**src/verilog/obcfg_defs.svh**
```systemverilog
// Constants for the option byte configuration loader: field positions,
// default byte contents, byte selects.
// Assumes it is included by bare name from the package and the loader.
`ifndef OBCFG_DEFS_SVH
`define OBCFG_DEFS_SVH

// Option byte 1 (startup and supervision) field positions
`define OBCFG_CLKSRC_HI 7
`define OBCFG_CLKSRC_LO 6
`define OBCFG_B1_RSV_ONE 5
`define OBCFG_B1_RSV_ZERO 4
`define OBCFG_BOD_HI 3
`define OBCFG_BOD_LO 2
`define OBCFG_WD_TYPE_BIT 1
`define OBCFG_WD_HALT_BIT 0

// Option byte 0 (memory layout) field positions
`define OBCFG_B0_RSV_HI 7
`define OBCFG_B0_RSV_LO 4
`define OBCFG_SECTOR_HI 3
`define OBCFG_SECTOR_LO 2
`define OBCFG_B0_RSV_ONES 4'hF

// Erased or shipped contents of each byte
`define OBCFG_B0_DEFAULT 8'hF0
`define OBCFG_B1_DEFAULT 8'h2F

// Byte select on the programming port
`define OBCFG_SEL_MEMORY_LAYOUT 1'h0
`define OBCFG_SEL_STARTUP 1'h1

// Read data returned for a refused access
`define OBCFG_RDATA_NONE 8'h00

`endif

```
**src/verilog/obcfg_pkg.sv**
```systemverilog
// Types shared by the option byte configuration loader and its bench.
// Assumes obcfg_defs.svh is on the include path.
`default_nettype none
`include "obcfg_defs.svh"

package obcfg_pkg;

   // Startup clock choice, encoded as stored in the option byte
   typedef enum logic [1:0] {
      OBCFG_CLK_INT_RC = 2'h0,
      OBCFG_CLK_WAKEUP_RC = 2'h1,
      OBCFG_CLK_RESERVED = 2'h2,
      OBCFG_CLK_EXTERNAL = 2'h3
   } obcfg_clk_src_t;

   // Brownout detector setting, encoded as stored
   typedef enum logic [1:0] {
      OBCFG_BOD_LOWEST = 2'h0,
      OBCFG_BOD_MEDIUM = 2'h1,
      OBCFG_BOD_HIGHEST = 2'h2,
      OBCFG_BOD_OFF = 2'h3
   } obcfg_bod_t;

   // Decoded size of sector 0
   typedef enum logic [1:0] {
      OBCFG_SECTOR_HALF_K = 2'h0,
      OBCFG_SECTOR_ONE_K = 2'h1,
      OBCFG_SECTOR_TWO_K = 2'h2
   } obcfg_sector_size_t;

endpackage

`default_nettype wire

```
**src/verilog/obcfg_loader.sv**
```systemverilog
// Option byte configuration loader: gives a programming port onto the two
// option bytes and decodes them into static hardware configuration.
// Assumes the non-volatile cells sit outside and are presented on nv_*_i,
// and that the programming controller runs on sys_clk_i.
//
// Overview of operation
// - Option bytes readable or writable only in programming mode, never otherwise.
// - Byte 1 bits 7:6: 00 internal RC, 01 wake-up RC, 11 external, 10 reserved.
// - Byte 1 bits 3:2: 11 off, 10 highest, 01 medium, 00 lowest threshold.
// - Byte 1 bit 1: 0 hardware watchdog always on, 1 software enabled.
// - Byte 1 bit 0 set: halt entry with active watchdog causes reset.
// - Byte 0 bits 3:2: 00 half K, bit3 only 1K, bit2 set 2K.
`timescale 1ns/100ps
`default_nettype none
`include "obcfg_defs.svh"

module obcfg_loader (
   input wire logic sys_clk_i, // 20 MHz system clock
   input wire logic reset_i, // Synchronous reset, active high
   input wire logic prog_pin_i, // Programming mode entry pin, asynchronous
   input wire logic prog_rd_i, // Read request pulse
   input wire logic prog_wr_i, // Write request pulse
   input wire logic prog_sel_i, // Byte select, 1 = startup byte
   input wire logic [7:0] prog_wdata_i, // Write data
   input wire logic [7:0] nv_memory_layout_i, // Stored option byte 0
   input wire logic [7:0] nv_startup_i, // Stored option byte 1
   input wire logic halt_entry_i, // Core enters halt, one-cycle pulse
   input wire logic watchdog_sw_enable_i, // Software has started the watchdog
   output logic prog_mode_o, // Filtered programming mode level
   output logic [7:0] prog_rdata_o, // Read data
   output logic prog_ack_o, // Request accepted, one-cycle pulse
   output logic prog_refused_o, // Request refused, one-cycle pulse
   output logic nv_wr_o, // Program pulse to the cells
   output logic nv_wsel_o, // Byte written by nv_wr_o
   output logic [7:0] nv_wdata_o, // Data written by nv_wr_o
   output var obcfg_pkg::obcfg_clk_src_t startup_clock_select_o, // Startup clock
   output var obcfg_pkg::obcfg_bod_t brownout_threshold_select_o, // Detector setting
   output logic brownout_enable_o, // Detector switched on
   output logic watchdog_hw_or_sw_select_o, // 1 = software watchdog
   output logic watchdog_always_on_o, // Hardware watchdog forced on
   output logic halt_reset_enable_o, // Halt reset option
   output logic halt_reset_o, // Reset request on halt, one-cycle pulse
   output var obcfg_pkg::obcfg_sector_size_t sector0_size_select_o, // Sector 0 size
   output logic option_fault_o // Reserved bits or code found in stored bytes
);

   // ==========================================================================
   // Decoding functions
   // ==========================================================================

   // Bit 2 set gives the largest sector whatever bit 3 holds
   function automatic obcfg_pkg::obcfg_sector_size_t sector_decode(input logic [7:0] b0);
      obcfg_pkg::obcfg_sector_size_t size;
      size = obcfg_pkg::OBCFG_SECTOR_HALF_K;
      if (b0[`OBCFG_SECTOR_LO]) begin
         size = obcfg_pkg::OBCFG_SECTOR_TWO_K;
      end else if (b0[`OBCFG_SECTOR_HI]) begin
         size = obcfg_pkg::OBCFG_SECTOR_ONE_K;
      end
      return size;
   endfunction

   // Reserved clock code falls back to the internal RC so the part still starts
   function automatic obcfg_pkg::obcfg_clk_src_t clk_decode(input logic [7:0] b1);
      obcfg_pkg::obcfg_clk_src_t src;
      src = obcfg_pkg::obcfg_clk_src_t'(b1[`OBCFG_CLKSRC_HI:`OBCFG_CLKSRC_LO]);
      if (src == obcfg_pkg::OBCFG_CLK_RESERVED) begin
         src = obcfg_pkg::OBCFG_CLK_INT_RC;
      end
      return src;
   endfunction

   // Flags reserved patterns in the stored bytes; the part still starts on the
   // safe decodes, so this is a warning for the system, not a stop
   function automatic logic fault_check(input logic [7:0] b0, input logic [7:0] b1);
      logic bad;
      bad = (b1[`OBCFG_CLKSRC_HI:`OBCFG_CLKSRC_LO] == obcfg_pkg::OBCFG_CLK_RESERVED);
      bad = bad | ~b1[`OBCFG_B1_RSV_ONE];
      bad = bad | b1[`OBCFG_B1_RSV_ZERO];
      bad = bad | (b0[`OBCFG_B0_RSV_HI:`OBCFG_B0_RSV_LO] != `OBCFG_B0_RSV_ONES);
      return bad;
   endfunction

   // ==========================================================================
   // Programming mode pin filter
   // ==========================================================================

   logic prog_s1;
   logic prog_s2;
   logic prog_s3;

   // Reset clears the chain so a held pin re-enters programming mode cleanly
   always_ff @(posedge sys_clk_i) begin
      if (reset_i) begin
         prog_s1 <= 1'b0;
         prog_s2 <= 1'b0;
         prog_s3 <= 1'b0;
      end else begin
         prog_s1 <= prog_pin_i;
         prog_s2 <= prog_s1;
         prog_s3 <= prog_s2;
      end
   end

   // A level change counts only once the two later stages agree
   always_ff @(posedge sys_clk_i) begin
      if (reset_i) begin
         prog_mode_o <= 1'b0;
      end else if (prog_s2 == prog_s3) begin
         prog_mode_o <= prog_s3;
      end
   end

   // ==========================================================================
   // Programming port
   // ==========================================================================

   logic access_ok;
   logic any_req;

   // Write wins over read when both arrive; only one answer pulse results
   assign any_req = prog_rd_i | prog_wr_i;
   assign access_ok = prog_mode_o;

   always_ff @(posedge sys_clk_i) begin
      if (reset_i) begin
         prog_ack_o <= 1'b0;
         prog_refused_o <= 1'b0;
      end else begin
         prog_ack_o <= any_req & access_ok;
         prog_refused_o <= any_req & ~access_ok;
      end
   end

   // Read data stands until the next read request; refused reads return zero
   always_ff @(posedge sys_clk_i) begin
      if (reset_i) begin
         prog_rdata_o <= `OBCFG_RDATA_NONE;
      end else if (prog_rd_i & ~prog_wr_i) begin
         if (!access_ok) begin
            prog_rdata_o <= `OBCFG_RDATA_NONE;
         end else if (prog_sel_i == `OBCFG_SEL_STARTUP) begin
            prog_rdata_o <= nv_startup_i;
         end else begin
            prog_rdata_o <= nv_memory_layout_i;
         end
      end
   end

   // Data is passed to the cells as given; reserved bit values are the
   // programmer's duty and are only flagged after the next reset
   always_ff @(posedge sys_clk_i) begin
      if (reset_i) begin
         nv_wr_o <= 1'b0;
         nv_wsel_o <= `OBCFG_SEL_MEMORY_LAYOUT;
         nv_wdata_o <= `OBCFG_RDATA_NONE;
      end else begin
         nv_wr_o <= prog_wr_i & access_ok;
         if (prog_wr_i & access_ok) begin
            nv_wsel_o <= prog_sel_i;
            nv_wdata_o <= prog_wdata_i;
         end
      end
   end

   // ==========================================================================
   // Configuration captured during reset
   // ==========================================================================

   // Cells are sampled every cycle while reset is high, so the last cycle of
   // reset decides; writes made later take effect only at the next reset.
   always_ff @(posedge sys_clk_i) begin
      if (reset_i) begin
         startup_clock_select_o <= clk_decode(nv_startup_i);
         option_fault_o <= fault_check(nv_memory_layout_i, nv_startup_i);
      end
   end

   always_ff @(posedge sys_clk_i) begin
      if (reset_i) begin
         brownout_threshold_select_o <= obcfg_pkg::obcfg_bod_t'(
            nv_startup_i[`OBCFG_BOD_HI:`OBCFG_BOD_LO]);
         brownout_enable_o <= (nv_startup_i[`OBCFG_BOD_HI:`OBCFG_BOD_LO]
            != obcfg_pkg::OBCFG_BOD_OFF);
      end
   end

   always_ff @(posedge sys_clk_i) begin
      if (reset_i) begin
         watchdog_hw_or_sw_select_o <= nv_startup_i[`OBCFG_WD_TYPE_BIT];
         // Hardware watchdog choice is the complement of the type bit
         watchdog_always_on_o <= ~nv_startup_i[`OBCFG_WD_TYPE_BIT];
         halt_reset_enable_o <= nv_startup_i[`OBCFG_WD_HALT_BIT];
      end
   end

   always_ff @(posedge sys_clk_i) begin
      if (reset_i) begin
         sector0_size_select_o <= sector_decode(nv_memory_layout_i);
      end
   end

   // ==========================================================================
   // Reset on halt
   // ==========================================================================

   logic watchdog_active;

   // The software start only matters when the option left the watchdog to software
   assign watchdog_active = watchdog_always_on_o | watchdog_sw_enable_i;

   always_ff @(posedge sys_clk_i) begin
      if (reset_i) begin
         halt_reset_o <= 1'b0;
      end else begin
         halt_reset_o <= halt_entry_i & watchdog_active & halt_reset_enable_o;
      end
   end

endmodule

`default_nettype wire

```
**config.mk**
```make
export PLATFORM = sky130hd
export DESIGN_NAME = obcfg_loader
export DESIGN_NICKNAME = d
export VERILOG_FILES = /design/src/verilog/obcfg_pkg.sv /design/src/verilog/obcfg_loader.sv
export VERILOG_INCLUDE_DIRS = /design/src /design/src/verilog
export SDC_FILE = /design/constraint.sdc
export NUM_CORES = 1
export LEC_CHECK = 0
export BUFFER_PORTS_ARGS = -buffer_cell sky130_fd_sc_hd__buf_2
export CAP_MARGIN = 40
export CORE_MARGIN = 5
export CORE_UTILIZATION = 40
export DETAILED_ROUTE_END_ITERATION = 7
export GPL_TIMING_DRIVEN = 0
export PLACE_DENSITY = 0.75
export SYNTH_ARGS = -nofsm -noshare
export SYNTH_HDL_FRONTEND = slang
export SYNTH_SLANG_ARGS = --single-unit
```
**constraint.sdc**
```tcl
create_clock -name sys_clk_i -period 2.2 [get_ports sys_clk_i]
set_clock_uncertainty 0.15 [all_clocks]
set_input_delay 0.11 -clock sys_clk_i [delete_from_list [all_inputs] [get_ports sys_clk_i]]
set_output_delay 0.11 -clock sys_clk_i [all_outputs]
set_load 0.005 [all_outputs]
```
After elaboration in Yosys (flattened, before gate mapping). Cells that the tools add are included.

Input port bits: 32. Flip-flop bits (word level): 36.

Muxes and demuxes: 3. Equal/unequal tests: 4. Bitwise gates (word level): 15.

Operators with widths (number): $mux 8 (2); $and 1x1->1 (6); $or 1x1->1 (5); $ne 4x4->1 const B (1); $not 1->1 (4); $eq 2x2->1 const B (1); $ne 2x2->1 const B (1); $eq 1x1->1 (1); $mux 1 (1).

Depth between registers and ports, before layout. Gate-level depths: netlist of run 1.

Depth after elaboration: 4. Depth in mapped cells: 3. Depth with buffers taken out: 2.

Least setup slack after synthesis of run 1. OpenSTA, ideal clock, no wires.

Path kind: reg2reg. From: reg prog_mode_o. To: reg prog_rdata_o[0]. Path slack: 1.151 ns. Cell stages (with the launch flop): 4. Setup time: 0.088 ns. Arrival: 0.811 ns. Clock period less this slack: 1.049 ns. Path buffers: 1. Cells stage by stage: dfxtp_1 -> nand4bb_1 -> buf_4 -> o32ai_2.

Longest elaborated chain between the ends: 1.

Ends and longest elaborated chain: from (decl) (RTL line obcfg_loader.sv:29) `output logic prog_mode_o,`; from (signal assigned) (RTL line obcfg_loader.sv:110) `prog_mode_o <= prog_s3;`; $mux 8 (RTL line obcfg_loader.sv:140) `if (!access_ok) begin`; to (signal assigned) (RTL line obcfg_loader.sv:141) `` prog_rdata_o <= `OBCFG_RDATA_NONE; ``; to (signal assigned) (RTL line obcfg_loader.sv:143) `prog_rdata_o <= nv_startup_i;`; to (signal assigned) (RTL line obcfg_loader.sv:145) `prog_rdata_o <= nv_memory_layout_i;`; to (decl) (RTL line obcfg_loader.sv:30) `output logic [7:0] prog_rdata_o,`.

No other way between the ends. A chain may end at the register's enable or synchronous reset.

Worst setup path in the final report of run 1.
From: in prog_sel_i. To: reg prog_rdata_o[7].

Longest elaborated chain between the ends: 2.

Ends and longest elaborated chain: from (decl) (RTL line obcfg_loader.sv:23) `input wire logic prog_sel_i,`; $mux 8 (RTL line obcfg_loader.sv:142) `` end else if (prog_sel_i == `OBCFG_SEL_STARTUP) begin ``; $mux 8 (RTL line obcfg_loader.sv:140).

No other way between the ends.

==> Flow_metrics.wiki, run 1 <==
{| class="wikitable"
! Metric !! Value
|-
| Simple-gate share of the synthesized area || 9.627%
|-
| Post-route DRC || 0
|-
| Final total power || 0.001184 W
|-
| Final Hold Violating Endpoints || 0
|-
| Area overhead of the layout relative to synthesis || 50.74%
|-
| Clock input transition at the sequential cells of the worst setup and hold paths || 110 ps
|-
| Ratio of cells with drive above 1 in the final layout || 42.15%
|-
| Setup slack, reg-to-reg || 810 ps
|-
| Cells after synthesis || 121
|-
| I/O pin count || 65
|-
| Total cell area at the placement stage || 0.001815 sq mm
|-
| FILL cells || 289
|-
| Yosys top cell area share || 34.69%
|-
| Req. time, crit path || 2270 ps
|-
| Die area || 0.004908 sq mm
|-
| Total number of yosys warnings || 0
|-
| Antenna fix cells || 0
|-
| TritonCTS Buffers || 5
|-
| First-pass GRT wire length || 5913 um
|-
| Total wire length after detailed routing || 3509 um
|-
| Number of port buffers || 63
|-
| Worst setup EP type || register
|-
| Worst-Margin Slew || 382.8 ps
|-
| Final cell utilization of the core || 63.66%
|-
| Vias in the first global route || 1303
|-
| Multiplexer fraction of the synthesized cell area || 5.551%
|-
| Cell type contributing the most total cell area after synthesis || sky130_fd_sc_hd__dfxtp_1
|-
| Most frequent cell on the critical path || sky130_fd_sc_hd__dlygate4sd3_1
|-
| Total global routing track utilization || 15.17%
|-
| Number of vias per cell || 4.662
|-
| Commonest non-fill, non-tap cell in the layout || sky130_fd_sc_hd__buf_2
|-
| Pin count of the biggest net entering global routing || 19
|-
| Critical path arrival || 1790 ps
|-
| Library cell used as clock root buffer || sky130_fd_sc_hd__clkbuf_4
|-
| Flops & latches, synth || 36
|-
| RSZ-0062 raised after global routing || no
|-
| Power Density || 544.5 mW/mm^2
|-
| Count of vias placed by the detailed router || 1254
|-
| Share of synthesized cell area in full adder, half adder and majority cells || 0%
|-
| Antenna-violating nets left || 0
|-
| Compound-gate portion of the synthesized area || 20.21%
|-
| Period minus WS final || 1717 ps
|-
| Worst setup slack after placement || 978.2 ps
|-
| Synthesized area per cell || 11.92 sq um
|-
| Clock latency on the worst-skew pair || 340 ps
|-
| Pins over their slew limit || 0
|-
| Average detailed-routed wire length per instance || 13.04 um
|-
| Area of the core || 0.003416 sq mm
|-
| Detailed-router iteration count before antenna repair || 4
|-
| Xor and xnor fraction of the mapped netlist area || 0%
|-
| Gpl congestion || 0.7092
|-
| Cells along the critical path || dlygate4sd3_1 -> buf_2 -> mux2i_1 -> dlygate4sd3_1 -> o32ai_2
|-
| Area of the multi-input gates || 510.5 sq um
|-
| Number of H-tree levels || 2
|-
| Sum of overflow across all layers after global routing || 0
|-
| Resized cells post-CTS || 0
|-
| Number of max-cap violations || 0
|-
| Status || completed
|-
| Leakage power of the design || 0.9698 nW
|-
| Delay of the slowest critical-path stage || 580 ps
|-
| Top cells by area in the synthesized netlist || sky130_fd_sc_hd__dfxtp_1 35%, sky130_fd_sc_hd__edfxtp_1 23%, sky130_fd_sc_hd__o32ai_2 9.0%, sky130_fd_sc_hd__a21bo_2 6.2%, sky130_fd_sc_hd__mux2i_1 5.6%
|-
| Drt initial violations || 79
|-
| Fin Setup TNS || 0 ps
|-
| Worst-case clock buffer depth || 2
|-
| Cell area after layout || 0.002175 sq mm
|-
| Worst slew margin || 74.48%
|-
| CTS tree || done
|-
| Setup violation total in the final timing report || 0
|-
| Estimated wirelength of the detail-placed design || 2293 um
|-
| Starting density of the core || 42.23%
|-
| Die height || 70.06 um
|-
| Critical Path Fanout Max || 9
|-
| Worst min path class || in -> reg
|-
| Category of the critical setup timing path || in -> reg
|-
| Maximum VDD drop || 369.6 uV
|-
| Seq. cell area || 830.8 sq um
|-
| Total clock sinks || 36
|-
| Dominant combinational cell family by area after synthesis || compound AO/OA/AOI/OAI gates
|-
| Initial antenna violation count || 0
|-
| Syn Std Cell Area || 0.001443 sq mm
|-
| Fmax || 582.3 MHz
|-
| CP max-delay cell || sky130_fd_sc_hd__dlygate4sd3_1
|-
| Proportion of synthesized chip area in sequential cells || 57.59%
|-
| Critical Path Source Type || input port
|-
| Std-Cell Rows || 21
|-
| Post-synth net total || 153
|-
| Library cells used by synthesis || 22
|-
| Crit path setup slack, layout || 482.8 ps
|-
| Commonest cells after routing, fill and taps aside || 69 x sky130_fd_sc_hd__buf_2, 31 x sky130_fd_sc_hd__dlygate4sd3_1, 25 x sky130_fd_sc_hd__dfxtp_1
|-
| Number of nets in the layout || 254
|-
| Final critical-path share of the clock period || 78.06%
|-
| Horizontal die dimension || 70.06 um
|}
## cell usage after synthesis (all sizes together)
| master | number |
|---|---|
| o2111ai | 1 |
| nand4bb | 1 |
| clkbuf | 1 |
| o21bai | 1 |
| nand3 | 9 |
| and2 | 1 |
| inv | 11 |
| a21oi | 10 |
| buf | 9 |
| and4b | 1 |
| nand2 | 4 |
| nor2 | 4 |
| o21ai | 1 |
| dfxtp | 25 |
| nor3 | 1 |
| edfxtp | 11 |
| o32ai | 8 |
| a21bo | 9 |
| nor2b | 5 |
| mux2i | 8 |
## where the power goes
part	internal [W]	total [W]	switching [W]
logic	0.0000879	0.000153	0.0000651
clock network	0.000118	0.000321	0.000202
registers	0.000705	0.000710	0.00000550
total	0.000911	0.00118	0.000273
## per-stage QoR
stage / hold WS, ps / cells
CTS: 27.72 / 269
floorplan: 31.61 / 121
detailed placement: 159.4 / 230
finish: 28.56 / 269
global route: 37.86 / 269
global placement: 160.3 / 230
## per-layer routing
layer	track usage (%)	routed length (um)
met1	16.70	1401
met2	24.55	1638
met3	8.608	416
met4	5.106	53
met5	0	0
## what timing repair did
action                                 in CTS  in global routing
buffers inserted                            0                  0
hold buffers                               31                  0
endpoints found under the hold margin      32                  0
## cells by family after synthesis
logic type,count (synthesis)
and+or+nand+nor,26
muxes,8
DFF,36
AOI/OAI and AO/OA,30
buffers and inverters,21
## cell type report
class | count | area share (%)
Clock inverter | 2 | 0.3452
Multi-Input combinational cell | 64 | 23.48
Sequential cell | 36 | 38.20
Inverter | 11 | 1.899
Clock buffer | 6 | 1.899
Tap cell | 46 | 2.647
Buffer | 10 | 2.762
Timing Repair Buffer | 94 | 28.77
## flip-flops by register name, summed over array words and instances (netlist names)
signal	cells
prog_s1	1
startup_clock_select_o	2
prog_s3	1
prog_refused_o	1
halt_reset_o	1
brownout_threshold_select_o	2
nv_wsel_o	1
brownout_enable_o	1
option_fault_o	1
prog_mode_o	1
nv_wr_o	1
prog_rdata_o	8
watchdog_hw_or_sw_select_o	1
halt_reset_enable_o	1
watchdog_always_on_o	1
sector0_size_select_o	2
prog_ack_o	1
prog_s2	1
nv_wdata_o	8
## final timing paths
path	startpoint	to	cells past startpoint
max	prog_sel_i	prog_rdata_o[7]$_SDFFE_PP0P_	5
max reg2reg	watchdog_always_on_o$_DFFE_PP_	halt_reset_o$_SDFF_PP0_	3
min reg2reg	prog_s1$_SDFF_PP0_	prog_s2$_SDFF_PP0_	1
min	reset_i	prog_s3$_SDFF_PP0_	2
## critical path, delay by kind of cell
kind | cells | cell delay (ps)
mux | 1 | 230
buf+inv | 3 | 1380
compound gates | 1 | 60
Power figures use the tool's default switching activity.
==> inputs of run 2 (changes only) <==
--- a/config.mk
+++ b/config.mk
@@ -6,13 +6,14 @@
 export SDC_FILE = /design/constraint.sdc
 export NUM_CORES = 1
 export LEC_CHECK = 0
+export ABC_AREA = 1
 export BUFFER_PORTS_ARGS = -buffer_cell sky130_fd_sc_hd__buf_2
 export CAP_MARGIN = 40
 export CORE_MARGIN = 5
 export CORE_UTILIZATION = 40
 export DETAILED_ROUTE_END_ITERATION = 7
 export GPL_TIMING_DRIVEN = 0
-export PLACE_DENSITY = 0.75
+export PLACE_DENSITY = 0.79
 export SYNTH_ARGS = -nofsm -noshare
 export SYNTH_HDL_FRONTEND = slang
 export SYNTH_SLANG_ARGS = --single-unit
==> constraint.sdc (replaced) <==
create_clock -name sys_clk_i -period 1.45 [get_ports sys_clk_i]
set_clock_uncertainty 0.15 [all_clocks]
set_input_delay 0.0725 -clock sys_clk_i [delete_from_list [all_inputs] [get_ports sys_clk_i]]
set_output_delay 0.0725 -clock sys_clk_i [all_outputs]
set_load 0.005 [all_outputs]
==> run 2 against run 1 <==
- synthesized cell count rose by 24%
- clock power increased by 74%
- count of clock-buffer cells in the layout grew 1
- register-to-register slack worse by 700 ps
- global-route usage is 3.3 points higher
- largest power group unchanged
- highest routed layer unchanged
==> Flow_metrics.wiki, run 2 <==
{| class="wikitable"
! Metric !! Value
|-
| Status || completed
|-
| Detailed-router iteration count before antenna repair || 4 (unchanged)
|-
| Commonest cells after routing, fill and taps aside || 62 x sky130_fd_sc_hd__buf_2, 44 x sky130_fd_sc_hd__nand2_1, 38 x sky130_fd_sc_hd__dlygate4sd3_1
|-
| Antenna-violating nets left || 0 (unchanged)
|-
| Worst-case clock buffer depth || 2 (unchanged)
|-
| I/O pin count || 65 (unchanged)
|-
| Library cell used as clock root buffer || sky130_fd_sc_hd__clkbuf_4
|-
| Power Density || 885.1 mW/mm^2 (+63%)
|-
| Worst-Margin Slew || 457.7 ps (+74.84 ps)
|-
| Post-route DRC || 0 (unchanged)
|-
| Yosys top cell area share || 38.20% (+3.5 points)
|-
| Antenna fix cells || 0 (unchanged)
|-
| Pins over their slew limit || 0 (unchanged)
|-
| Total number of yosys warnings || 0 (unchanged)
|-
| First-pass GRT wire length || 6030 um (+2.0%)
|-
| Syn Std Cell Area || 0.001310 sq mm (-9.2%)
|-
| Estimated wirelength of the detail-placed design || 2224 um (-3.0%)
|-
| Leakage power of the design || 1.002 nW (+3.3%)
|-
| Critical Path Fanout Max || 1 (-8)
|-
| Number of max-cap violations || 0 (unchanged)
|-
| FILL cells || 262 (-9.3%)
|-
| Most frequent cells after synthesis || 44 x sky130_fd_sc_hd__nand2_1, 25 x sky130_fd_sc_hd__dfxtp_1, 25 x sky130_fd_sc_hd__nor2_1, 11 x sky130_fd_sc_hd__edfxtp_1
|-
| CTS tree || done
|-
| Period minus WS final || 1421 ps
|-
| CP max-delay cell || sky130_fd_sc_hd__dlygate4sd3_1
|-
| Clock latency on the worst-skew pair || 340 ps (about the same)
|-
| Delay of the slowest critical-path stage || 550 ps (-30 ps)
|-
| Starting density of the core || 42.22% (about the same)
|-
| EDFF count, synth || 11 (unchanged)
|-
| RSZ-0062 raised after global routing || no
|-
| Number of port buffers || 63 (unchanged)
|-
| Std-Cell Rows || 20 (-4.8%)
|-
| Die height || 67.23 um (-4.0%)
|-
| R2r worst-path depth || 3 (unchanged)
|-
| Most frequent cell on the critical path || sky130_fd_sc_hd__nand2_1
|-
| Synthesized area per cell || 8.733 sq um (-27%)
|-
| Worst setup slack after placement || 216.5 ps (-761.7 ps)
|-
| Ratio of cells with drive above 1 in the final layout || 29.57% (-13 points)
|-
| Horizontal die dimension || 67.23 um (-4.0%)
|-
| Vias in the first global route || 1335 (+2.5%)
|-
| Total wire length after detailed routing || 3674 um (+4.7%)
|-
| Largest delay share family, worst path || buffers and inverters
|-
| Setup violation total in the final timing report || 0 (unchanged)
|-
| Async set-reset flop share out of synthesis || 0% (unchanged)
|-
| R2r endpoint || halt_reset_o$_SDFF_PP0_
|-
| Critical Path Source Type || input port
|-
| Count of vias placed by the detailed router || 1353 (+7.9%)
|-
| Startpoint of the tightest hold check path || reset_i
|-
| Final cell utilization of the core || 68.19% (+4.5 points)
|-
| Number of vias per cell || 4.495 (-3.6%)
|-
| Cells after synthesis || 150 (+24%)
|-
| Crit path setup slack, layout || 29.37 ps (-453.4 ps)
|-
| WP buf/inv || 3 (unchanged)
|-
| Number of cells in the finished layout apart from fillers || 301 (+12%)
|-
| Final critical-path share of the clock period || 97.97%
|-
| Area of the core || 0.003103 sq mm (-9.2%)
|-
| Top flip-flop cell by instance count after synthesis || sky130_fd_sc_hd__dfxtp_1
|-
| TritonCTS Buffers || 5 (unchanged)
|-
| Number of nets in the layout || 288 (+13%)
|-
| Gpl congestion || 0.7570 (+6.7%)
|-
| Maximum VDD drop || 590.6 uV (+60%)
|-
| Final Hold Violating Endpoints || 0 (unchanged)
|-
| Most repeated cell in the gate-level netlist after synthesis || sky130_fd_sc_hd__nand2_1
|-
| Fin Setup TNS || 0 ps (unchanged)
|-
| Hold Path Cell Cnt || 3 (+1)
|-
| Area overhead of the layout relative to synthesis || 61.51%
|-
| Cells along the critical path || dlygate4sd3_1 -> buf_2 -> nand2_1 -> nand2_1 -> dlygate4sd3_1 -> nand2_1 -> a21oi_2
|-
| Top cells by area in the synthesized netlist || sky130_fd_sc_hd__dfxtp_1 38%, sky130_fd_sc_hd__edfxtp_1 25%, sky130_fd_sc_hd__nand2_1 13%, sky130_fd_sc_hd__nor2_1 7.2%, sky130_fd_sc_hd__a21oi_1 3.8%
|-
| Total clock sinks || 36 (unchanged)
|-
| Setup slack, reg-to-reg || 110 ps (-700 ps)
|-
| Post-Place Cells || 257 (+12%)
|-
| Sum of overflow across all layers after global routing || 0 (unchanged)
|-
| Post-synth net total || 182 (+19%)
|-
| Die area || 0.004519 sq mm (-7.9%)
|-
| Initial antenna violation count || 0 (unchanged)
|-
| Final total power || 0.001873 W (+58%)
|-
| Pin count of the biggest net entering global routing || 12 (-7)
|-
| Drt initial violations || 52 (-34%)
|-
| Commonest non-fill, non-tap cell in the layout || sky130_fd_sc_hd__buf_2
|-
| Cell type contributing the most total cell area after synthesis || sky130_fd_sc_hd__dfxtp_1
|-
| Number of H-tree levels || 2 (unchanged)
|-
| Fmax || 703.9 MHz
|-
| Req. time, crit path || 1540 ps (-730 ps)
|-
| Registers with the most flip-flops || nv_wdata_o: 8 flops, prog_rdata_o: 8 flops
|-
| Clock input transition at the sequential cells of the worst setup and hold paths || 100 ps (about the same)
|-
| Proportion of synthesized chip area in sequential cells || 63.42% (+5.8 points)
|-
| Worst hold path endpoint || prog_rdata_o[1]$_SDFFE_PP0P_
|-
| Worst min path class || in -> reg
|-
| Average detailed-routed wire length per instance || 12.21 um (-6.4%)
|-
| Flops & latches, synth || 36 (unchanged)
|-
| Worst R2R Start || watchdog_always_on_o$_DFFE_PP_
|-
| Critical path arrival || 1510 ps (-280 ps)
|-
| Category of the critical setup timing path || in -> reg
|-
| Library cells used by synthesis || 20 (-9.1%)
|-
| Worst setup EP type || register
|-
| Worst slew margin || 69.39% (-5.1 points)
|-
| Total global routing track utilization || 18.44% (+3.3 points)
|}
## run 2: what timing repair did
action / 4_1_cts / 5_1_grt
resized for setup: 0 / 1
setup endpoints to repair: 0 / 3
hold buffers: 39 / 0
hold endpoints to repair: 40 / 0
setup buffers: 0 / 0
## run 2: where the power goes
| group | internal, W | total [W] | switching, W | leakage (nW) |
|---|---|---|---|---|
| clock network | 0.000239 | 0.000560 | 0.000321 | 0.0358 |
| logic | 0.000134 | 0.000234 | 0.000100 | 0.656 |
| registers | 0.00107 | 0.00108 | 0.00000888 | 0.310 |
| total | 0.00144 | 0.00187 | 0.000430 | 1.00 |
## run 2: metal layers
| metal | GRT usage (%) | vias up | wire (um) |
|---|---|---|---|
| met5 | 0 | - | 0 |
| met2 | 32.02 | 43 | 1897 |
| li1 | - | 685 | - |
| met1 | 20.60 | 617 | 1472 |
| met3 | 4.493 | 8 | 218 |
| met4 | 10.13 | 0 | 85 |
## run 2: metrics by stage
step                hold slack, ps  instance area (sq um)
floorplan                   -8.434                   1310
global placement             126.5                   1680
detailed placement           128.6                   1680
CTS                          23.86                   2132
global route                 21.11                   2116
finish                       15.41                   2116
## run 2: final cells by class
class                   instances  area [sq um]  area share, %
clock inverters                 1         6.256         0.2957
plain buffers                   4         20.02         0.9462
well taps                      44         55.05          2.602
flip-flops and latches         36         830.8          39.27
inverters                      13         50.05          2.365
repair buffers                 99         685.7          32.41
clock buffers                   7         55.05          2.602
multi-input cells              97         412.9          19.52
## run 2: kinds of logic (layout without fill, tap and decap cells)
kind of cell | after synthesis | count (layout) | share of synthesized area (%)
buffers and inverters | 17 | 124 | 5.347
AO/OA/AOI/OAI | 20 | 20 | 7.640
AND/OR/NAND/NOR | 77 | 77 | 23.59
flip-flops | 36 | 36 | 63.42
## run 2: worst max-delay path by stage
stage / startpoint / end / slack, ps / cells past startpoint
floorplan: prog_mode_o$_SDFFE_PP0N_ / nv_wsel_o$_SDFFE_PP0P_ / 400 / 4
global placement: prog_mode_o$_SDFFE_PP0N_ / nv_wsel_o$_SDFFE_PP0P_ / 250 / 4
detailed placement: prog_mode_o$_SDFFE_PP0N_ / nv_wsel_o$_SDFFE_PP0P_ / 220 / 4
CTS: nv_startup_i[1] / prog_rdata_o[1]$_SDFFE_PP0P_ / 20 / 7
global route: nv_memory_layout_i[0] / prog_rdata_o[0]$_SDFFE_PP0P_ / 5 / 7
finish: nv_memory_layout_i[1] / prog_rdata_o[1]$_SDFFE_PP0P_ / 30 / 7
## run 2: worst min-delay path, stage by stage
cell and delay [ps]:
sky130_fd_sc_hd__buf_2 120, sky130_fd_sc_hd__buf_2 230, sky130_fd_sc_hd__a21oi_2 50
==> inputs of run 3 (changes only) <==
--- a/config.mk
+++ b/config.mk
@@ -9,11 +9,13 @@
 export ABC_AREA = 1
 export BUFFER_PORTS_ARGS = -buffer_cell sky130_fd_sc_hd__buf_2
 export CAP_MARGIN = 40
+export CELL_PAD_IN_SITES_DETAIL_PLACEMENT = 1
+export CELL_PAD_IN_SITES_GLOBAL_PLACEMENT = 1
 export CORE_MARGIN = 5
-export CORE_UTILIZATION = 40
+export CORE_UTILIZATION = 28
 export DETAILED_ROUTE_END_ITERATION = 7
 export GPL_TIMING_DRIVEN = 0
-export PLACE_DENSITY = 0.79
+export PLACE_DENSITY = 0.78
 export SYNTH_ARGS = -nofsm -noshare
 export SYNTH_HDL_FRONTEND = slang
 export SYNTH_SLANG_ARGS = --single-unit
==> constraint.sdc (replaced) <==
create_clock -name sys_clk_i -period 1.45 [get_ports sys_clk_i]
set_clock_uncertainty 0.15 [all_clocks]
set_input_delay 0 -clock sys_clk_i [delete_from_list [all_inputs] [get_ports sys_clk_i]]
set_output_delay 0 -clock sys_clk_i [all_outputs]
set_load 0.005 [all_outputs]
==> run 3 against run 2 <==
- the run now ends with negative hold slack left
- fmax grew 1.7%
- sequential power is essentially flat
- total power grew 17%
- count of clock-buffer cells in the layout shrank 2
- final cell count grew 2.3%
- critical path type unchanged
- cell area grew 1.8%
- critical path depth shrank 3
- largest cell class unchanged
- global-route usage shrank 3.9 points
==> Flow_metrics.wiki, run 3 (synthesized netlist as in run 2, its figures left out) <==
{| class="wikitable"
! Metric !! Value
|-
| Status || complete, but fails checks
|-
| Violations in the final reports || negative hold slack
|-
| Die area || 0.006147 sq mm (+36%)
|-
| Fmax || 715.9 MHz (+1.7%)
|-
| Clock input transition at the sequential cells of the worst setup and hold paths || 70 ps (-30 ps)
|-
| Req. time, crit path || 1340 ps (-200 ps)
|-
| Area of the core || 0.004444 sq mm (+43%)
|-
| Ratio of cells with drive above 1 in the final layout || 30.47% (+0.90 points)
|-
| RSZ-0062 raised after global routing || no
|-
| Initial antenna violation count || 0 (unchanged)
|-
| Commonest cells after routing, fill and taps aside || 64 x sky130_fd_sc_hd__buf_2, 44 x sky130_fd_sc_hd__nand2_1, 34 x sky130_fd_sc_hd__dlygate4sd3_1
|-
| Average detailed-routed wire length per instance || 13.38 um (+9.6%)
|-
| First-pass GRT wire length || 6962 um (+15%)
|-
| Final critical-path share of the clock period || 96.33% (-1.6 points)
|-
| Gpl congestion || 0.6963 (-8.0%)
|-
| Library cell used as clock root buffer || sky130_fd_sc_hd__clkbuf_8
|-
| Worst-case clock buffer depth || 2 (unchanged)
|-
| Post-route DRC || 0 (unchanged)
|-
| Setup violation total in the final timing report || 0 (unchanged)
|-
| Crit path setup slack, layout || 53.24 ps (+23.87 ps)
|-
| Detailed-router iteration count before antenna repair || 4 (unchanged)
|-
| Share of total power in combinational logic || 10.5% (-2.0 points)
|-
| Switching share of power || 22.10% (-0.88 points)
|-
| Worst min path class || in -> reg
|-
| Switching power total || 0.0004845 W (+13%)
|-
| Registers with the most flip-flops || nv_wdata_o: 8 flops, prog_rdata_o: 8 flops
|-
| I/O pin count || 65 (unchanged)
|-
| Estimated wirelength of the detail-placed design || 2626 um (+18%)
|-
| Seq. cell area || 830.8 sq um (unchanged)
|-
| Clock latency on the worst-skew pair || 290 ps (-50 ps)
|-
| Final Hold Violating Endpoints || 2 (+2)
|-
| Cell-internal power || 0.001708 W (+18%)
|-
| Final total power || 0.002193 W (+17%)
|-
| Number of vias per cell || 4.474 (-0.47%)
|-
| CTS tree || done
|-
| Number of port buffers || 63 (unchanged)
|-
| Total clock sinks || 36 (unchanged)
|-
| Area overhead of the layout relative to synthesis || 64.37%
|-
| Area of the multi-input gates || 409.1 sq um (-0.91%)
|-
| Vias in the first global route || 1511 (+13%)
|-
| Fin Setup TNS || 0 ps (unchanged)
|-
| Pins over their slew limit || 0 (unchanged)
|-
| Critical path arrival || 1290 ps (-220 ps)
|-
| Commonest non-fill, non-tap cell in the layout || sky130_fd_sc_hd__buf_2
|-
| Critical Path Source Type || input port
|-
| Maximum VDD drop || 413.3 uV (-30%)
|-
| Critical Path Fanout Max || 2 (+1)
|-
| Flop pwr share || 49.2% (-8.4 points)
|-
| Horizontal die dimension || 78.40 um (+17%)
|-
| Total wire length after detailed routing || 4122 um (+12%)
|-
| Number of max-cap violations || 0 (unchanged)
|-
| Category of the critical setup timing path || in -> reg
|-
| Worst setup slack after placement || 231.3 ps (+14.79 ps)
|-
| Total global routing track utilization || 14.50% (-3.9 points)
|-
| Worst setup EP type || register
|-
| Worst slew margin || 68.52% (-0.87 points)
|-
| Count of vias placed by the detailed router || 1378 (+1.8%)
|-
| Number of nets in the layout || 287 (-0.35%)
|-
| Antenna fix cells || 0 (unchanged)
|-
| Die height || 78.40 um (+17%)
|-
| Antenna-violating nets left || 0 (unchanged)
|-
| Final cell utilization of the core || 48.45% (-20 points)
|-
| Drt initial violations || 67 (+29%)
|-
| TritonCTS Buffers || 5 (unchanged)
|-
| Worst hold slack after final layout || -53.19 ps (-68.61 ps)
|-
| Power share of the clock group || 40.3% (+10 points)
|-
| Pin count of the biggest net entering global routing || 13 (+1)
|-
| Power Density || 1018 mW/mm^2 (+15%)
|-
| Std-Cell Rows || 24 (+20%)
|-
| Number of H-tree levels || 2 (unchanged)
|-
| Starting density of the core || 29.48% (-13 points)
|-
| Period minus WS final || 1397 ps (-23.87 ps)
|-
| FILL cells || 557 (+110%)
|-
| Sum of overflow across all layers after global routing || 0 (unchanged)
|-
| Worst-Margin Slew || 470.7 ps (+13.01 ps)
|-
| Leakage power of the design || 1.025 nW (+2.3%)
|}
==> run 3: changes by cell type in the layout (fill, tap and decap cells not counted), sizes merged <==
cell / delta
dlymetal6s4s: +1
bufinv: +1
clkinv: +1
clkbuf: -2
buf: +2
dlygate4sd3: -4
==> run 3: area by class of cell <==
class	count	area share, %
multi-input cells	97	19.00
flip-flops and latches	36	38.58
clock inverters	3	1.917
well taps	52	3.021
clock buffers	5	3.196
plain buffers	4	0.9297
repair buffers	98	31.03
inverters	13	2.324
==> run 3: power by group through the flow <==
stage | logic [W] | clock network, W | registers (W)
floorplan | 0.0000532 | 0 | 0.00111
global placement | 0.000153 | 0 | 0.00110
detailed placement | 0.000156 | 0 | 0.00110
CTS | 0.000237 | 0.000902 | 0.00108
global route | 0.000256 | 0.000945 | 0.00108
finish | 0.000230 | 0.000884 | 0.00108
==> run 3: metrics by stage <==
| stage | instances | instance area [sq um] |
|---|---|---|
| after floorplan | 150 | 1310 |
| after global placement | 265 | 1690 |
| after detailed placement | 265 | 1690 |
| after CTS | 311 | 2181 |
| after global routing | 308 | 2153 |
| final | 308 | 2153 |
==> run 3: critical path, stage by stage <==
cell,delay (ps)
sky130_fd_sc_hd__dlygate4sd3_1,520
sky130_fd_sc_hd__buf_2,110
sky130_fd_sc_hd__nand4_1,90
sky130_fd_sc_hd__dlygate4sd3_1,570
==> run 3: per-layer routing <==
layer  vias to the layer above  track usage [%]  wire length [um]
li1                        683                -                 -
met1                       644            14.54              1657
met2                        44            28.68              2188
met3                         7            3.547               200
met4                         0            5.245                75
met5                         -                0                 0
==> run 3: repair_timing <==
action,in CTS,in global routing
setup buffers,0,0
hold buffers,38,1
endpoints found under the setup margin,0,5
gates resized for setup,0,1
hold endpoints to repair,35,1
==> run 3: final timing paths <==
path | startpoint | endpoint | slack (ps) | cells after the start
max | nv_memory_layout_i[6] | option_fault_o$_DFFE_PP_ | 50 | 4
min | nv_startup_i[5] | prog_rdata_o[5]$_SDFFE_PP0P_ | -50 | 5
max reg2reg | watchdog_always_on_o$_DFFE_PP_ | halt_reset_o$_SDFF_PP0_ | 120 | 3
min reg2reg | prog_s1$_SDFF_PP0_ | prog_s2$_SDFF_PP0_ | 260 | 2
